--- src/rtl/shp_pkg.sv ---
package shp_pkg;

  // System clock rate
  localparam int CLK_HZ = 125_000_000;
  // Fastest serial clock the 2-wire side must follow
  localparam int SCL_MAX_HZ = 1_000_000;
  // System cycles in the shortest serial clock half period
  localparam int SCL_HALF_CYC = CLK_HZ / (2 * SCL_MAX_HZ);
  // Synchroniser plus edge detect latency in system cycles
  localparam int PIN_LAT_CYC = 3;

  // Carrier periods per elementary time unit
  localparam logic [8:0] ETU_CARRIERS = 9'd372;
  // Character: start, 8 data, parity, 2 guard units
  localparam logic [3:0] CHAR_BITS = 4'd12;
  // Answer-to-reset length in bytes
  localparam logic [3:0] ATR_BYTES = 4'h8;
  // Carrier rises seen during reset that mean a running clock
  localparam logic [2:0] CLK_RUN_EDGES = 3'h4;

  // Command opcodes, low nibble of the first byte
  localparam logic [3:0] OPC_WR_USER = 4'h0;
  localparam logic [3:0] OPC_RAND_RD = 4'h1;
  localparam logic [3:0] OPC_RD_USER = 4'h2;
  localparam logic [3:0] OPC_SYS_WR = 4'h4;
  localparam logic [3:0] OPC_SYS_RD = 4'h6;
  localparam logic [3:0] OPC_VERIFY_PW = 4'ha;

  // System write first parameter values
  localparam logic [7:0] SYSWR_CFG = 8'h00;
  localparam logic [7:0] SYSWR_FUSE = 8'h01;

  // Password set that unlocks the configuration zone
  localparam logic [2:0] CFG_UNLOCK_PW_IDX = 3'h7;
  // Bit of the password parameter that selects the read password
  localparam int PW_READ_BIT = 4;

  // Memory extents and zone layout
  localparam logic [15:0] USER_LAST_ADDR = 16'h03ff;
  localparam logic [15:0] CFG_LAST_ADDR = 16'h00ff;
  localparam int ZONE_LSB = 7;

  // Byte index in a frame where data starts
  localparam logic [2:0] IDX_DATA = 3'h4;
  localparam logic [2:0] IDX_MAX = 3'h7;
  localparam logic [2:0] IDX_PW_LAST = 3'h6;

  typedef enum logic [2:0] {
    SHP_IDLE = 3'b000,
    SHP_RX = 3'b001,
    SHP_ACK = 3'b010,
    SHP_TX = 3'b011,
    SHP_TXACK = 3'b100
  } shp_state_t;

endpackage

--- src/rtl/shp_link_if.sv ---
`timescale 1ns/1ps
interface shp_link_if;
  logic scl;
  logic sda;
  logic rst_n;
  logic scl_rise;
  logic scl_fall;
  logic tx_start;
  logic [7:0] tx_data;
  logic tx_clr;
  logic tx_busy;
  logic tx_line;

  modport sync (output scl, output sda, output rst_n, output scl_rise, output scl_fall);
  modport tx (input scl_rise, input tx_start, input tx_data, input tx_clr, output tx_busy, output tx_line);
  modport core (input scl, input sda, input rst_n, input scl_rise, input scl_fall, input tx_busy,
                input tx_line, output tx_start, output tx_data, output tx_clr);
endinterface

--- src/rtl/shp_pin_sync.sv ---
`timescale 1ns/1ps
module shp_pin_sync
  import shp_pkg::*;
(
  input wire logic clk_i,
  input wire logic rst_i,
  input wire logic scl_i,
  input wire logic sda_i,
  input wire logic rst_n_i,
  shp_link_if.sync lnk
);

  typedef struct packed {
    logic [2:0] s1;
    logic [2:0] s2;
    logic scl_prev;
  } shp_sync_t;

  shp_sync_t r, n;

  // Idle levels: lines pulled up, reset pin weakly pulled high
  localparam shp_sync_t SYNC_RST = '{s1: 3'h7, s2: 3'h7, scl_prev: 1'b1};

  // Three cycle latency, far below a 1 MHz half period
  always_comb begin
    n = r;
    n.s1 = {rst_n_i, sda_i, scl_i};
    n.s2 = r.s1;
    n.scl_prev = r.s2[0];
  end

  always_ff @(posedge clk_i or posedge rst_i) begin
    if (rst_i) begin
      r <= SYNC_RST;
    end else begin
      r <= n;
    end
  end

  assign lnk.scl = r.s2[0];
  assign lnk.sda = r.s2[1];
  assign lnk.rst_n = r.s2[2];
  assign lnk.scl_rise = r.s2[0] & ~r.scl_prev;
  assign lnk.scl_fall = ~r.s2[0] & r.scl_prev;

endmodule // shp_pin_sync

--- src/rtl/shp_etu_tx.sv ---
`timescale 1ns/1ps
module shp_etu_tx
  import shp_pkg::*;
(
  input wire logic clk_i,
  input wire logic rst_i,
  shp_link_if.tx lnk
);

  typedef struct packed {
    logic busy;
    logic [3:0] bitn;
    logic [8:0] cnt;
    logic [11:0] sh;
  } shp_tx_t;

  shp_tx_t r, n;

  localparam shp_tx_t TX_RST = '{busy: 1'b0, bitn: 4'h0, cnt: 9'h000, sh: 12'hfff};

  always_comb begin
    n = r;
    if (lnk.tx_clr) begin
      n = TX_RST;
    end else if (lnk.tx_start && !r.busy) begin
      // Guard, guard, even parity, data LSB first, start
      n.busy = 1'b1;
      n.bitn = 4'h0;
      n.cnt = 9'h000;
      n.sh = {2'b11, ^lnk.tx_data, lnk.tx_data, 1'b0};
    end else if (r.busy && lnk.scl_rise) begin
      if (r.cnt == ETU_CARRIERS - 9'd1) begin
        n.cnt = 9'h000;
        n.sh = {1'b1, r.sh[11:1]};
        n.bitn = r.bitn + 4'h1;
        if (r.bitn == CHAR_BITS - 4'h1) begin
          n.busy = 1'b0;
        end
      end else begin
        n.cnt = r.cnt + 9'h001;
      end
    end
  end

  always_ff @(posedge clk_i or posedge rst_i) begin
    if (rst_i) begin
      r <= TX_RST;
    end else begin
      r <= n;
    end
  end

  assign lnk.tx_busy = r.busy;
  assign lnk.tx_line = r.busy ? r.sh[0] : 1'b1;

endmodule // shp_etu_tx

--- src/rtl/shp_top.sv ---
// Function
// - Async bit lasts 372 carrier periods
// - Sync mode samples data on rising clock
// - Sync mode changes data on falling clock
// - Data pin is open drain only
// - Async reset sends 64-bit answer-to-reset
// - Reset pin low clears logic, rights, writes
// - Async activation flag survives reset pin
// - Reset pin idles high, weak pull-up
// - No answer-to-reset in sync mode
// - Device address selects one of 16
// - Sync interface works to 1 MHz
// - Random read streams bytes to memory end
// - Config access needs password seven verified
// - Blown fuses lock configuration writes
// - User access checked by control logic on each written byte and at the start of each read
`timescale 1ns/1ps
module shp_top
  import shp_pkg::*;
(
  input wire logic CLK_I,
  input wire logic RST_I,
  input wire logic SCL_CLK_I,
  input wire logic SDA_I,
  output logic SDA_O,
  output logic SDA_OE_O,
  input wire logic RST_PIN_N_I,
  output logic RST_PULLUP_EN_O,
  input wire logic [3:0] DEV_ADDR_I,
  input wire logic [63:0] ATR_I,
  input wire logic [23:0] PW7_I,
  input wire logic FUSES_BLOWN_I,
  input wire logic [7:0] ZONE_WR_OK_I,
  input wire logic [7:0] ZONE_RD_OK_I,
  input wire logic [7:0] MEM_RDATA_I,
  output logic [15:0] MEM_ADDR_O,
  output logic MEM_CFG_O,
  output logic [7:0] MEM_WDATA_O,
  output logic MEM_WE_O,
  output logic FUSE_BLOW_O,
  output logic CFG_UNLOCKED_O,
  output logic ASYNC_MODE_O,
  output logic ATR_BUSY_O
);

  typedef struct packed {
    shp_state_t st;
    logic [3:0] opc;
    logic [3:0] bitc;
    logic [7:0] sh;
    logic [2:0] idx;
    logic drive;
    logic [15:0] addr;
    logic at_end;
    logic cfg_sel;
    logic [7:0] p1;
    logic [7:0] wdata;
    logic we;
    logic fuse_blow;
    logic unlocked;
    logic [23:0] pw;
    logic more;
    logic sda_prev;
    logic rst_prev;
    logic [2:0] run_cnt;
    logic async_mode;
    logic atr_act;
    logic [3:0] atr_idx;
    logic tx_start;
    logic [7:0] tx_data;
  } shp_core_t;

  localparam shp_core_t CORE_RST = '{
    st: SHP_IDLE, opc: 4'h0, bitc: 4'h0, sh: 8'h00, idx: 3'h0, drive: 1'b0, addr: 16'h0000,
    at_end: 1'b0, cfg_sel: 1'b0, p1: 8'h00, wdata: 8'h00, we: 1'b0, fuse_blow: 1'b0,
    unlocked: 1'b0, pw: 24'h000000, more: 1'b0, sda_prev: 1'b1, rst_prev: 1'b1, run_cnt: 3'h0,
    async_mode: 1'b0, atr_act: 1'b0, atr_idx: 4'h0, tx_start: 1'b0, tx_data: 8'h00};

  shp_link_if lnk ();
  shp_core_t r, n;

  shp_pin_sync shp_pin_sync_inst (
    .clk_i(CLK_I),
    .rst_i(RST_I),
    .scl_i(SCL_CLK_I),
    .sda_i(SDA_I),
    .rst_n_i(RST_PIN_N_I),
    .lnk(lnk.sync)
  );

  shp_etu_tx shp_etu_tx_inst (
    .clk_i(CLK_I),
    .rst_i(RST_I),
    .lnk(lnk.tx)
  );

  function automatic logic [15:0] last_addr(input logic cfg);
    last_addr = cfg ? CFG_LAST_ADDR : USER_LAST_ADDR;
  endfunction

  function automatic logic [2:0] zone_of(input logic [15:0] a);
    zone_of = a[ZONE_LSB +: 3];
  endfunction

  function automatic logic [7:0] atr_byte(input logic [63:0] atr, input logic [2:0] i);
    logic [63:0] w;
    w = atr << {i, 3'b000};
    atr_byte = w[63:56];
  endfunction

  function automatic logic opc_valid(input logic [3:0] o);
    opc_valid = (o == OPC_WR_USER) || (o == OPC_RAND_RD) || (o == OPC_RD_USER) || (o == OPC_SYS_WR)
      || (o == OPC_SYS_RD) || (o == OPC_VERIFY_PW);
  endfunction

  logic start_cond;
  logic stop_cond;
  logic ack;

  always_comb begin
    n = r;
    ack = 1'b1;
    n.we = 1'b0;
    n.fuse_blow = 1'b0;
    n.tx_start = 1'b0;
    n.sda_prev = lnk.sda;
    n.rst_prev = lnk.rst_n;
    start_cond = lnk.scl && r.sda_prev && !lnk.sda && !r.drive;
    stop_cond = lnk.scl && !r.sda_prev && lnk.sda && !r.drive;
    // Step the address once the write strobe has been seen
    if (r.we && r.addr != last_addr(r.cfg_sel)) begin
      n.addr = r.addr + 16'h0001;
    end
    if (!lnk.rst_n) begin
      // All but the async flag and carrier edge count cleared, writes inhibited, rights dropped
      n = CORE_RST;
      n.async_mode = r.async_mode;
      n.rst_prev = 1'b0;
      n.sda_prev = lnk.sda;
      n.run_cnt = r.run_cnt;
      if (lnk.scl_rise && r.run_cnt != CLK_RUN_EDGES) begin
        n.run_cnt = r.run_cnt + 3'h1;
      end
    end else if (!r.rst_prev) begin
      // Release of the reset pin
      n.run_cnt = 3'h0;
      if (r.run_cnt == CLK_RUN_EDGES) begin
        n.async_mode = 1'b1;
        n.atr_act = 1'b1;
        n.atr_idx = 4'h0;
      end
    end else if (r.async_mode) begin
      // Answer-to-reset only exists on this path
      if (r.atr_act && !lnk.tx_busy && !r.tx_start) begin
        if (r.atr_idx == ATR_BYTES) begin
          n.atr_act = 1'b0;
        end else begin
          n.tx_start = 1'b1;
          n.tx_data = atr_byte(ATR_I, r.atr_idx[2:0]);
          n.atr_idx = r.atr_idx + 4'h1;
        end
      end
    end else if (start_cond) begin
      n.st = SHP_RX;
      n.bitc = 4'h0;
      n.idx = 3'h0;
    end else if (stop_cond) begin
      n.st = SHP_IDLE;
      n.drive = 1'b0;
    end else begin
      unique case (r.st)
        SHP_IDLE: begin
          n.drive = 1'b0;
        end
        SHP_RX: begin
          if (lnk.scl_rise && r.bitc != 4'h8) begin
            n.sh = {r.sh[6:0], lnk.sda};
            n.bitc = r.bitc + 4'h1;
          end else if (lnk.scl_fall && r.bitc == 4'h8) begin
            n.bitc = 4'h0;
            n.more = 1'b0;
            n.idx = (r.idx == IDX_MAX) ? IDX_MAX : r.idx + 3'h1;
            unique case (r.idx)
              3'h0: begin
                n.opc = r.sh[3:0];
                n.cfg_sel = (r.sh[3:0] == OPC_SYS_WR) || (r.sh[3:0] == OPC_SYS_RD);
                ack = (r.sh[7:4] == DEV_ADDR_I) && opc_valid(r.sh[3:0]);
              end
              3'h1: begin
                n.p1 = r.sh;
              end
              3'h2: begin
                n.addr = r.cfg_sel ? {8'h00, r.sh} : {r.p1, r.sh};
                n.at_end = 1'b0;
                if (r.opc == OPC_RAND_RD) begin
                  ack = ZONE_RD_OK_I[zone_of({r.p1, r.sh})];
                  n.more = ack;
                end
              end
              3'h3: begin
                if (r.opc == OPC_RD_USER) begin
                  ack = ZONE_RD_OK_I[zone_of(r.addr)];
                  n.more = ack;
                end else if (r.opc == OPC_SYS_RD) begin
                  ack = r.unlocked;
                  n.more = ack;
                end else if (r.opc == OPC_SYS_WR) begin
                  ack = r.unlocked && !FUSES_BLOWN_I;
                  if (r.p1 == SYSWR_FUSE) begin
                    n.fuse_blow = ack;
                  end else if (r.p1 != SYSWR_CFG) begin
                    ack = 1'b0;
                  end
                end
              end
              default: begin
                if (r.opc == OPC_WR_USER) begin
                  ack = ZONE_WR_OK_I[zone_of(r.addr)];
                  n.we = ack;
                  n.wdata = r.sh;
                end else if (r.opc == OPC_SYS_WR && r.p1 == SYSWR_CFG) begin
                  ack = r.unlocked && !FUSES_BLOWN_I;
                  n.we = ack;
                  n.wdata = r.sh;
                end else if (r.opc == OPC_VERIFY_PW) begin
                  n.pw = {r.pw[15:0], r.sh};
                  if (r.idx == IDX_PW_LAST && r.p1[2:0] == CFG_UNLOCK_PW_IDX && !r.p1[PW_READ_BIT]) begin
                    n.unlocked = ({r.pw[15:0], r.sh} == PW7_I);
                  end
                end else begin
                  ack = 1'b0;
                end
              end
            endcase
            n.st = ack ? SHP_ACK : SHP_IDLE;
            n.drive = ack;
          end
        end
        SHP_ACK: begin
          if (lnk.scl_fall) begin
            n.drive = 1'b0;
            if (r.more) begin
              n.sh = {MEM_RDATA_I[6:0], 1'b0};
              n.drive = ~MEM_RDATA_I[7];
              n.bitc = 4'h1;
              n.st = SHP_TX;
              n.at_end = (r.addr == last_addr(r.cfg_sel));
              if (r.addr != last_addr(r.cfg_sel)) begin
                n.addr = r.addr + 16'h0001;
              end
            end else begin
              n.st = SHP_RX;
            end
          end
        end
        SHP_TX: begin
          if (lnk.scl_fall) begin
            if (r.bitc == 4'h8) begin
              n.drive = 1'b0;
              n.more = 1'b0;
              n.st = SHP_TXACK;
            end else begin
              n.drive = ~r.sh[7];
              n.sh = {r.sh[6:0], 1'b0};
              n.bitc = r.bitc + 4'h1;
            end
          end
        end
        SHP_TXACK: begin
          if (lnk.scl_rise) begin
            n.more = !lnk.sda && !r.at_end;
          end else if (lnk.scl_fall) begin
            if (r.more) begin
              n.sh = {MEM_RDATA_I[6:0], 1'b0};
              n.drive = ~MEM_RDATA_I[7];
              n.bitc = 4'h1;
              n.st = SHP_TX;
              n.at_end = (r.addr == last_addr(r.cfg_sel));
              if (r.addr != last_addr(r.cfg_sel)) begin
                n.addr = r.addr + 16'h0001;
              end
            end else begin
              n.st = SHP_IDLE;
            end
          end
        end
        default: begin
          n.st = SHP_IDLE;
          n.drive = 1'b0;
        end
      endcase
    end
  end

  always_ff @(posedge CLK_I or posedge RST_I) begin
    if (RST_I) begin
      r <= CORE_RST;
    end else begin
      r <= n;
    end
  end

  assign lnk.tx_start = r.tx_start;
  assign lnk.tx_data = r.tx_data;
  assign lnk.tx_clr = ~lnk.rst_n;

  // Only ever pulls low or releases
  assign SDA_O = 1'b0;
  assign SDA_OE_O = r.async_mode ? ~lnk.tx_line : r.drive;
  assign RST_PULLUP_EN_O = 1'b1;
  assign MEM_ADDR_O = r.addr;
  assign MEM_CFG_O = r.cfg_sel;
  assign MEM_WDATA_O = r.wdata;
  assign MEM_WE_O = r.we;
  assign FUSE_BLOW_O = r.fuse_blow;
  assign CFG_UNLOCKED_O = r.unlocked;
  assign ASYNC_MODE_O = r.async_mode;
  assign ATR_BUSY_O = r.atr_act;

endmodule // shp_top

--- config.mk ---
export PLATFORM = sky130hd
export DESIGN_NAME = shp_top
export DESIGN_NICKNAME = d
export VERILOG_FILES = /design/src/rtl/shp_pkg.sv /design/src/rtl/shp_link_if.sv /design/src/rtl/shp_pin_sync.sv /design/src/rtl/shp_etu_tx.sv /design/src/rtl/shp_top.sv
export SDC_FILE = /design/constraint.sdc
export NUM_CORES = 1
export LEC_CHECK = 0
export ABC_AREA = 1
export ABC_CLOCK_PERIOD_IN_PS = 13500
export BUFFER_PORTS_ARGS = -buffer_cell sky130_fd_sc_hd__buf_2
export CORE_MARGIN = 2
export CORE_UTILIZATION = 40
export DETAILED_ROUTE_END_ITERATION = 6
export GPL_ROUTABILITY_DRIVEN = 0
export HOLD_SLACK_MARGIN = 0.08
export PLACE_DENSITY_LB_ADDON = 0.08
export SLEW_MARGIN = 20
export SYNTH_ARGS = -nofsm -noshare
export SYNTH_HDL_FRONTEND = slang
export SYNTH_SLANG_ARGS = --single-unit
--- constraint.sdc ---
create_clock -name CLK_I -period 13.5 [get_ports CLK_I]
set_clock_uncertainty 0.2 [all_clocks]
set_input_delay 2.7 -clock CLK_I [delete_from_list [all_inputs] [get_ports CLK_I]]
set_output_delay 2.7 -clock CLK_I [all_outputs]
set_load 0.005 [all_outputs]
==> flow_summary.toml <==
[synth]
syn_area_um2 = 8550
synth_edf_count = 0
ys_types = 55
syn_nets = 1329
async_reset_ff_share_pct = 100
seq_area_frac_synth_pct = 37.7
avgSynthCellArea_um2 = 7.16
syn_inst = 1194
synth_warnings = 0
synth_seq_cells = 128
synthFlopType = "dfrtp_1"

[grt]
grt_pass1_vias = 7880
grt_use_met2_pct = 39.2
gr-total-overflow = 0
grt_max_degree = 75
grtUsageTotal_pct = 22.5
grtUsageMet3_pct = 3.64
grt_pass1_wl_mm = 39.8
antenna_found_initial = 0
gr-usage-met1_pct = 28.7
grt_busiest_layer = "met2"

[setup_path]
start_kind = "register"
rr_worst_depth = 7
startpoint = "ASYNC_MODE_O$_DFFE_PP0P_"
r2r-start = "r[9]$_DFFE_PP0P_"
crit_type = "reg -> out"
reg2reg_to = "lnk.tx_data[2]$_DFFE_PP0P_"
reg2reg_slack_ns = 9.78
cp_max_fo = 7
cp_data_required_time_ns = 10.60
crit_path_end_kind = "output pin"
worstSetupEndpoint = "SDA_OE_O"
cp.arrival_ns = 1.42

[finish]
synthToLayoutAreaGrowth_pct = 15.9
instances_no_fill = 1594
num-nets-final = 1443
num_antenna_cells = 0
drive_gt1_share_pct = 18.8

[cts]
cts_buffers = 17
post_cts_resized = 0
cts_buffer_depth = 2
cts_tree = "yes"
hold_buffers = 0
path_clk_slew_ns = 0.06
clk_latency_ns = 0.43
ctsHtreeMaxLevel = 4
post_cts_buffers = 0
clock-sinks = 128
clockRootBuffer = "clkbuf_16"

[route]
drt-pass1-iter-count = 6
drtIter0Drc = 386
routed-via-count = 8168
avgViaCountPerCell = 5.12
drt-total-wl_mm = 24.5
detail-route-antenna-nets = 0
drc = 0
wl_per_cell_um = 15.4

[timing]
drv_slew = 0
hold_viol = 0
rsz0062_at_grt = "no"
period_share_pct = 32.0
period_minus_slack_ns = 4.32
max_clock_freq_mhz = 232
setup_viol = 0
worst_pin_slew_ns = 1.01
relSlewSlack_pct = 32.8
finalSetupTns_ns = 0

[run_status]
status = "finished clean"

[pwr]
leakage_nw = 4.73
vdd_drop_max_v = 0.0000794
power_density_nw_per_um2 = 102

[floorplan]
rows = 53
initial_core_util_pct = 40.7
io-pin-count = 155
die_x_um = 150
die_area_um2 = 22600
core_area_um2 = 21000
die_h_um = 150

[flow_run]
maxCapViolCount = 0

[worst_hold_path]
hold-path-cell-count = 0
worstHoldPathType = "reg -> reg"

[placed_design]
port_buffers = 152
place_inst = 1564
dp_hpwl_mm = 18.3
[flip-flops by register name (all words and copies together), names as in the netlist, 3 cells and up]
| signal | flops |
|---|---|
| lnk.tx_data | 8 |
| r | 58 |
| shp_etu_tx_inst.r | 23 |
| MEM_WDATA_O | 8 |
| MEM_ADDR_O | 16 |
| shp_pin_sync_inst.n | 3 |
[per-stage QoR]
stage | utilization [%] | area, µm² | hold slack [ns] | setup slack [ns] | power, mW
2_1_floorplan | - | 8550 | 0.145 | 7.22 | 0.484
3_3_place_gp | 44.2 | 9290 | 0.147 | 8.98 | 0.523
3_5_place_dp | 44.2 | 9290 | 0.147 | 8.98 | 0.523
4_1_cts | 47.2 | 9920 | 0.156 | 9.19 | 1.02
5_1_grt | 47.2 | 9920 | 0.163 | 9.12 | 1.05
6_report | 47.2 | 9920 | 0.156 | 9.18 | 1.01
[cell type report]
cell class | instances | area, µm²
Fill cell | 2154 | 11100
Multi-Input combinational cell | 866 | 4410
Sequential cell | 128 | 3230
Timing Repair Buffer | 154 | 776
Inverter | 141 | 533
Clock buffer | 20 | 467
Tap cell | 275 | 344
Clock inverter | 10 | 160
[kinds of logic after synthesis]
kind of cell,Yosys count,share of synthesized area [%]
mux,1,0.117
flops,128,37.7
xor+xnor,41,4.20
buf+inv,200,10.7
compound gates,233,16.1
simple gates,576,29.2
fa+ha+maj,13,1.90
other cells,2,0.0878
[how the worst min path moves through the flow]
stage / from / to / slack [ns]
global placement: shp_pin_sync_inst.n[1]$_DFF_PP1_ / shp_pin_sync_inst.lnk.scl$_DFF_PP1_ / 0.15
global route: shp_pin_sync_inst.n[3]$_DFF_PP1_ / shp_pin_sync_inst.lnk.rst_n$_DFF_PP1_ / 0.16
finish: shp_pin_sync_inst.n[1]$_DFF_PP1_ / shp_pin_sync_inst.lnk.scl$_DFF_PP1_ / 0.16
CTS: shp_pin_sync_inst.n[1]$_DFF_PP1_ / shp_pin_sync_inst.lnk.scl$_DFF_PP1_ / 0.16
floorplan: shp_pin_sync_inst.n[3]$_DFF_PP1_ / shp_pin_sync_inst.lnk.rst_n$_DFF_PP1_ / 0.15
detailed placement: shp_pin_sync_inst.n[1]$_DFF_PP1_ / shp_pin_sync_inst.lnk.scl$_DFF_PP1_ / 0.15
[critical path, stage by stage (launching register included)]
cell and delay, ns:
dfrtp_1 0.53, nand2_1 0.09, o22ai_1 0.21, buf_2 0.16
[layer usage]
| metal | wire, µm | up-vias | part of all wire, % |
|---|---|---|---|
| met5 | 0 | - | 0 |
| met4 | 407 | 0 | 1.7 |
| met3 | 875 | 25 | 3.6 |
| met2 | 12100 | 178 | 49 |
| met1 | 11100 | 3836 | 45 |
| li1 | - | 4129 | - |
[where the power goes]
group | switching (mW) | internal, mW | leakage [nW] | total (mW)
Clock | 0.177 | 0.321 | 0.298 | 0.498
Sequential | 0.0161 | 0.396 | 1.71 | 0.412
Combinational | 0.0642 | 0.0393 | 2.72 | 0.104
[cell usage after synthesis (15+ instances only)]
library cell,instances,share of area (%)
nor3_1,27,1.6
dfrtp_1,109,32
nor2_1,145,6.4
o21ai_0,110,6.4
nand3_1,79,4.6
buf_4,29,2.5
inv_1,127,5.6
a21oi_1,50,2.9
dfstp_2,19,5.8
xnor2_1,26,2.7
xor2_1,15,1.5
nand2_1,277,12
[layout by cell type, fill, tap and decap left out, types with 5 or more instances in the layout]
| cell | synthesis | routed |
|---|---|---|
| dfrtp_1 | 109 | 109 |
| dfstp_2 | 19 | 19 |
| nand3_1 | 79 | 79 |
| inv_1 | 127 | 126 |
| o22ai_1 | 14 | 14 |
| nor2_1 | 145 | 145 |
| nor2_4 | 5 | 5 |
| nand4_1 | 11 | 11 |
| a21oi_1 | 50 | 50 |
| o21ai_1 | 6 | 6 |
| o211ai_1 | 6 | 6 |
| ha_1 | 13 | 13 |
| xor2_1 | 15 | 15 |
| nand2_2 | 10 | 10 |
| a32o_1 | 9 | 9 |
| o21ai_0 | 110 | 110 |
| o31ai_1 | 7 | 7 |
| buf_2 | 10 | 152 |
| xnor2_1 | 26 | 26 |
| nor3_1 | 27 | 27 |
| nand2_1 | 277 | 277 |
| o221ai_1 | 14 | 14 |
| clkbuf_16 | 0 | 17 |
| inv_2 | 10 | 10 |
Note: power is estimated with default switching activity, not from simulation.
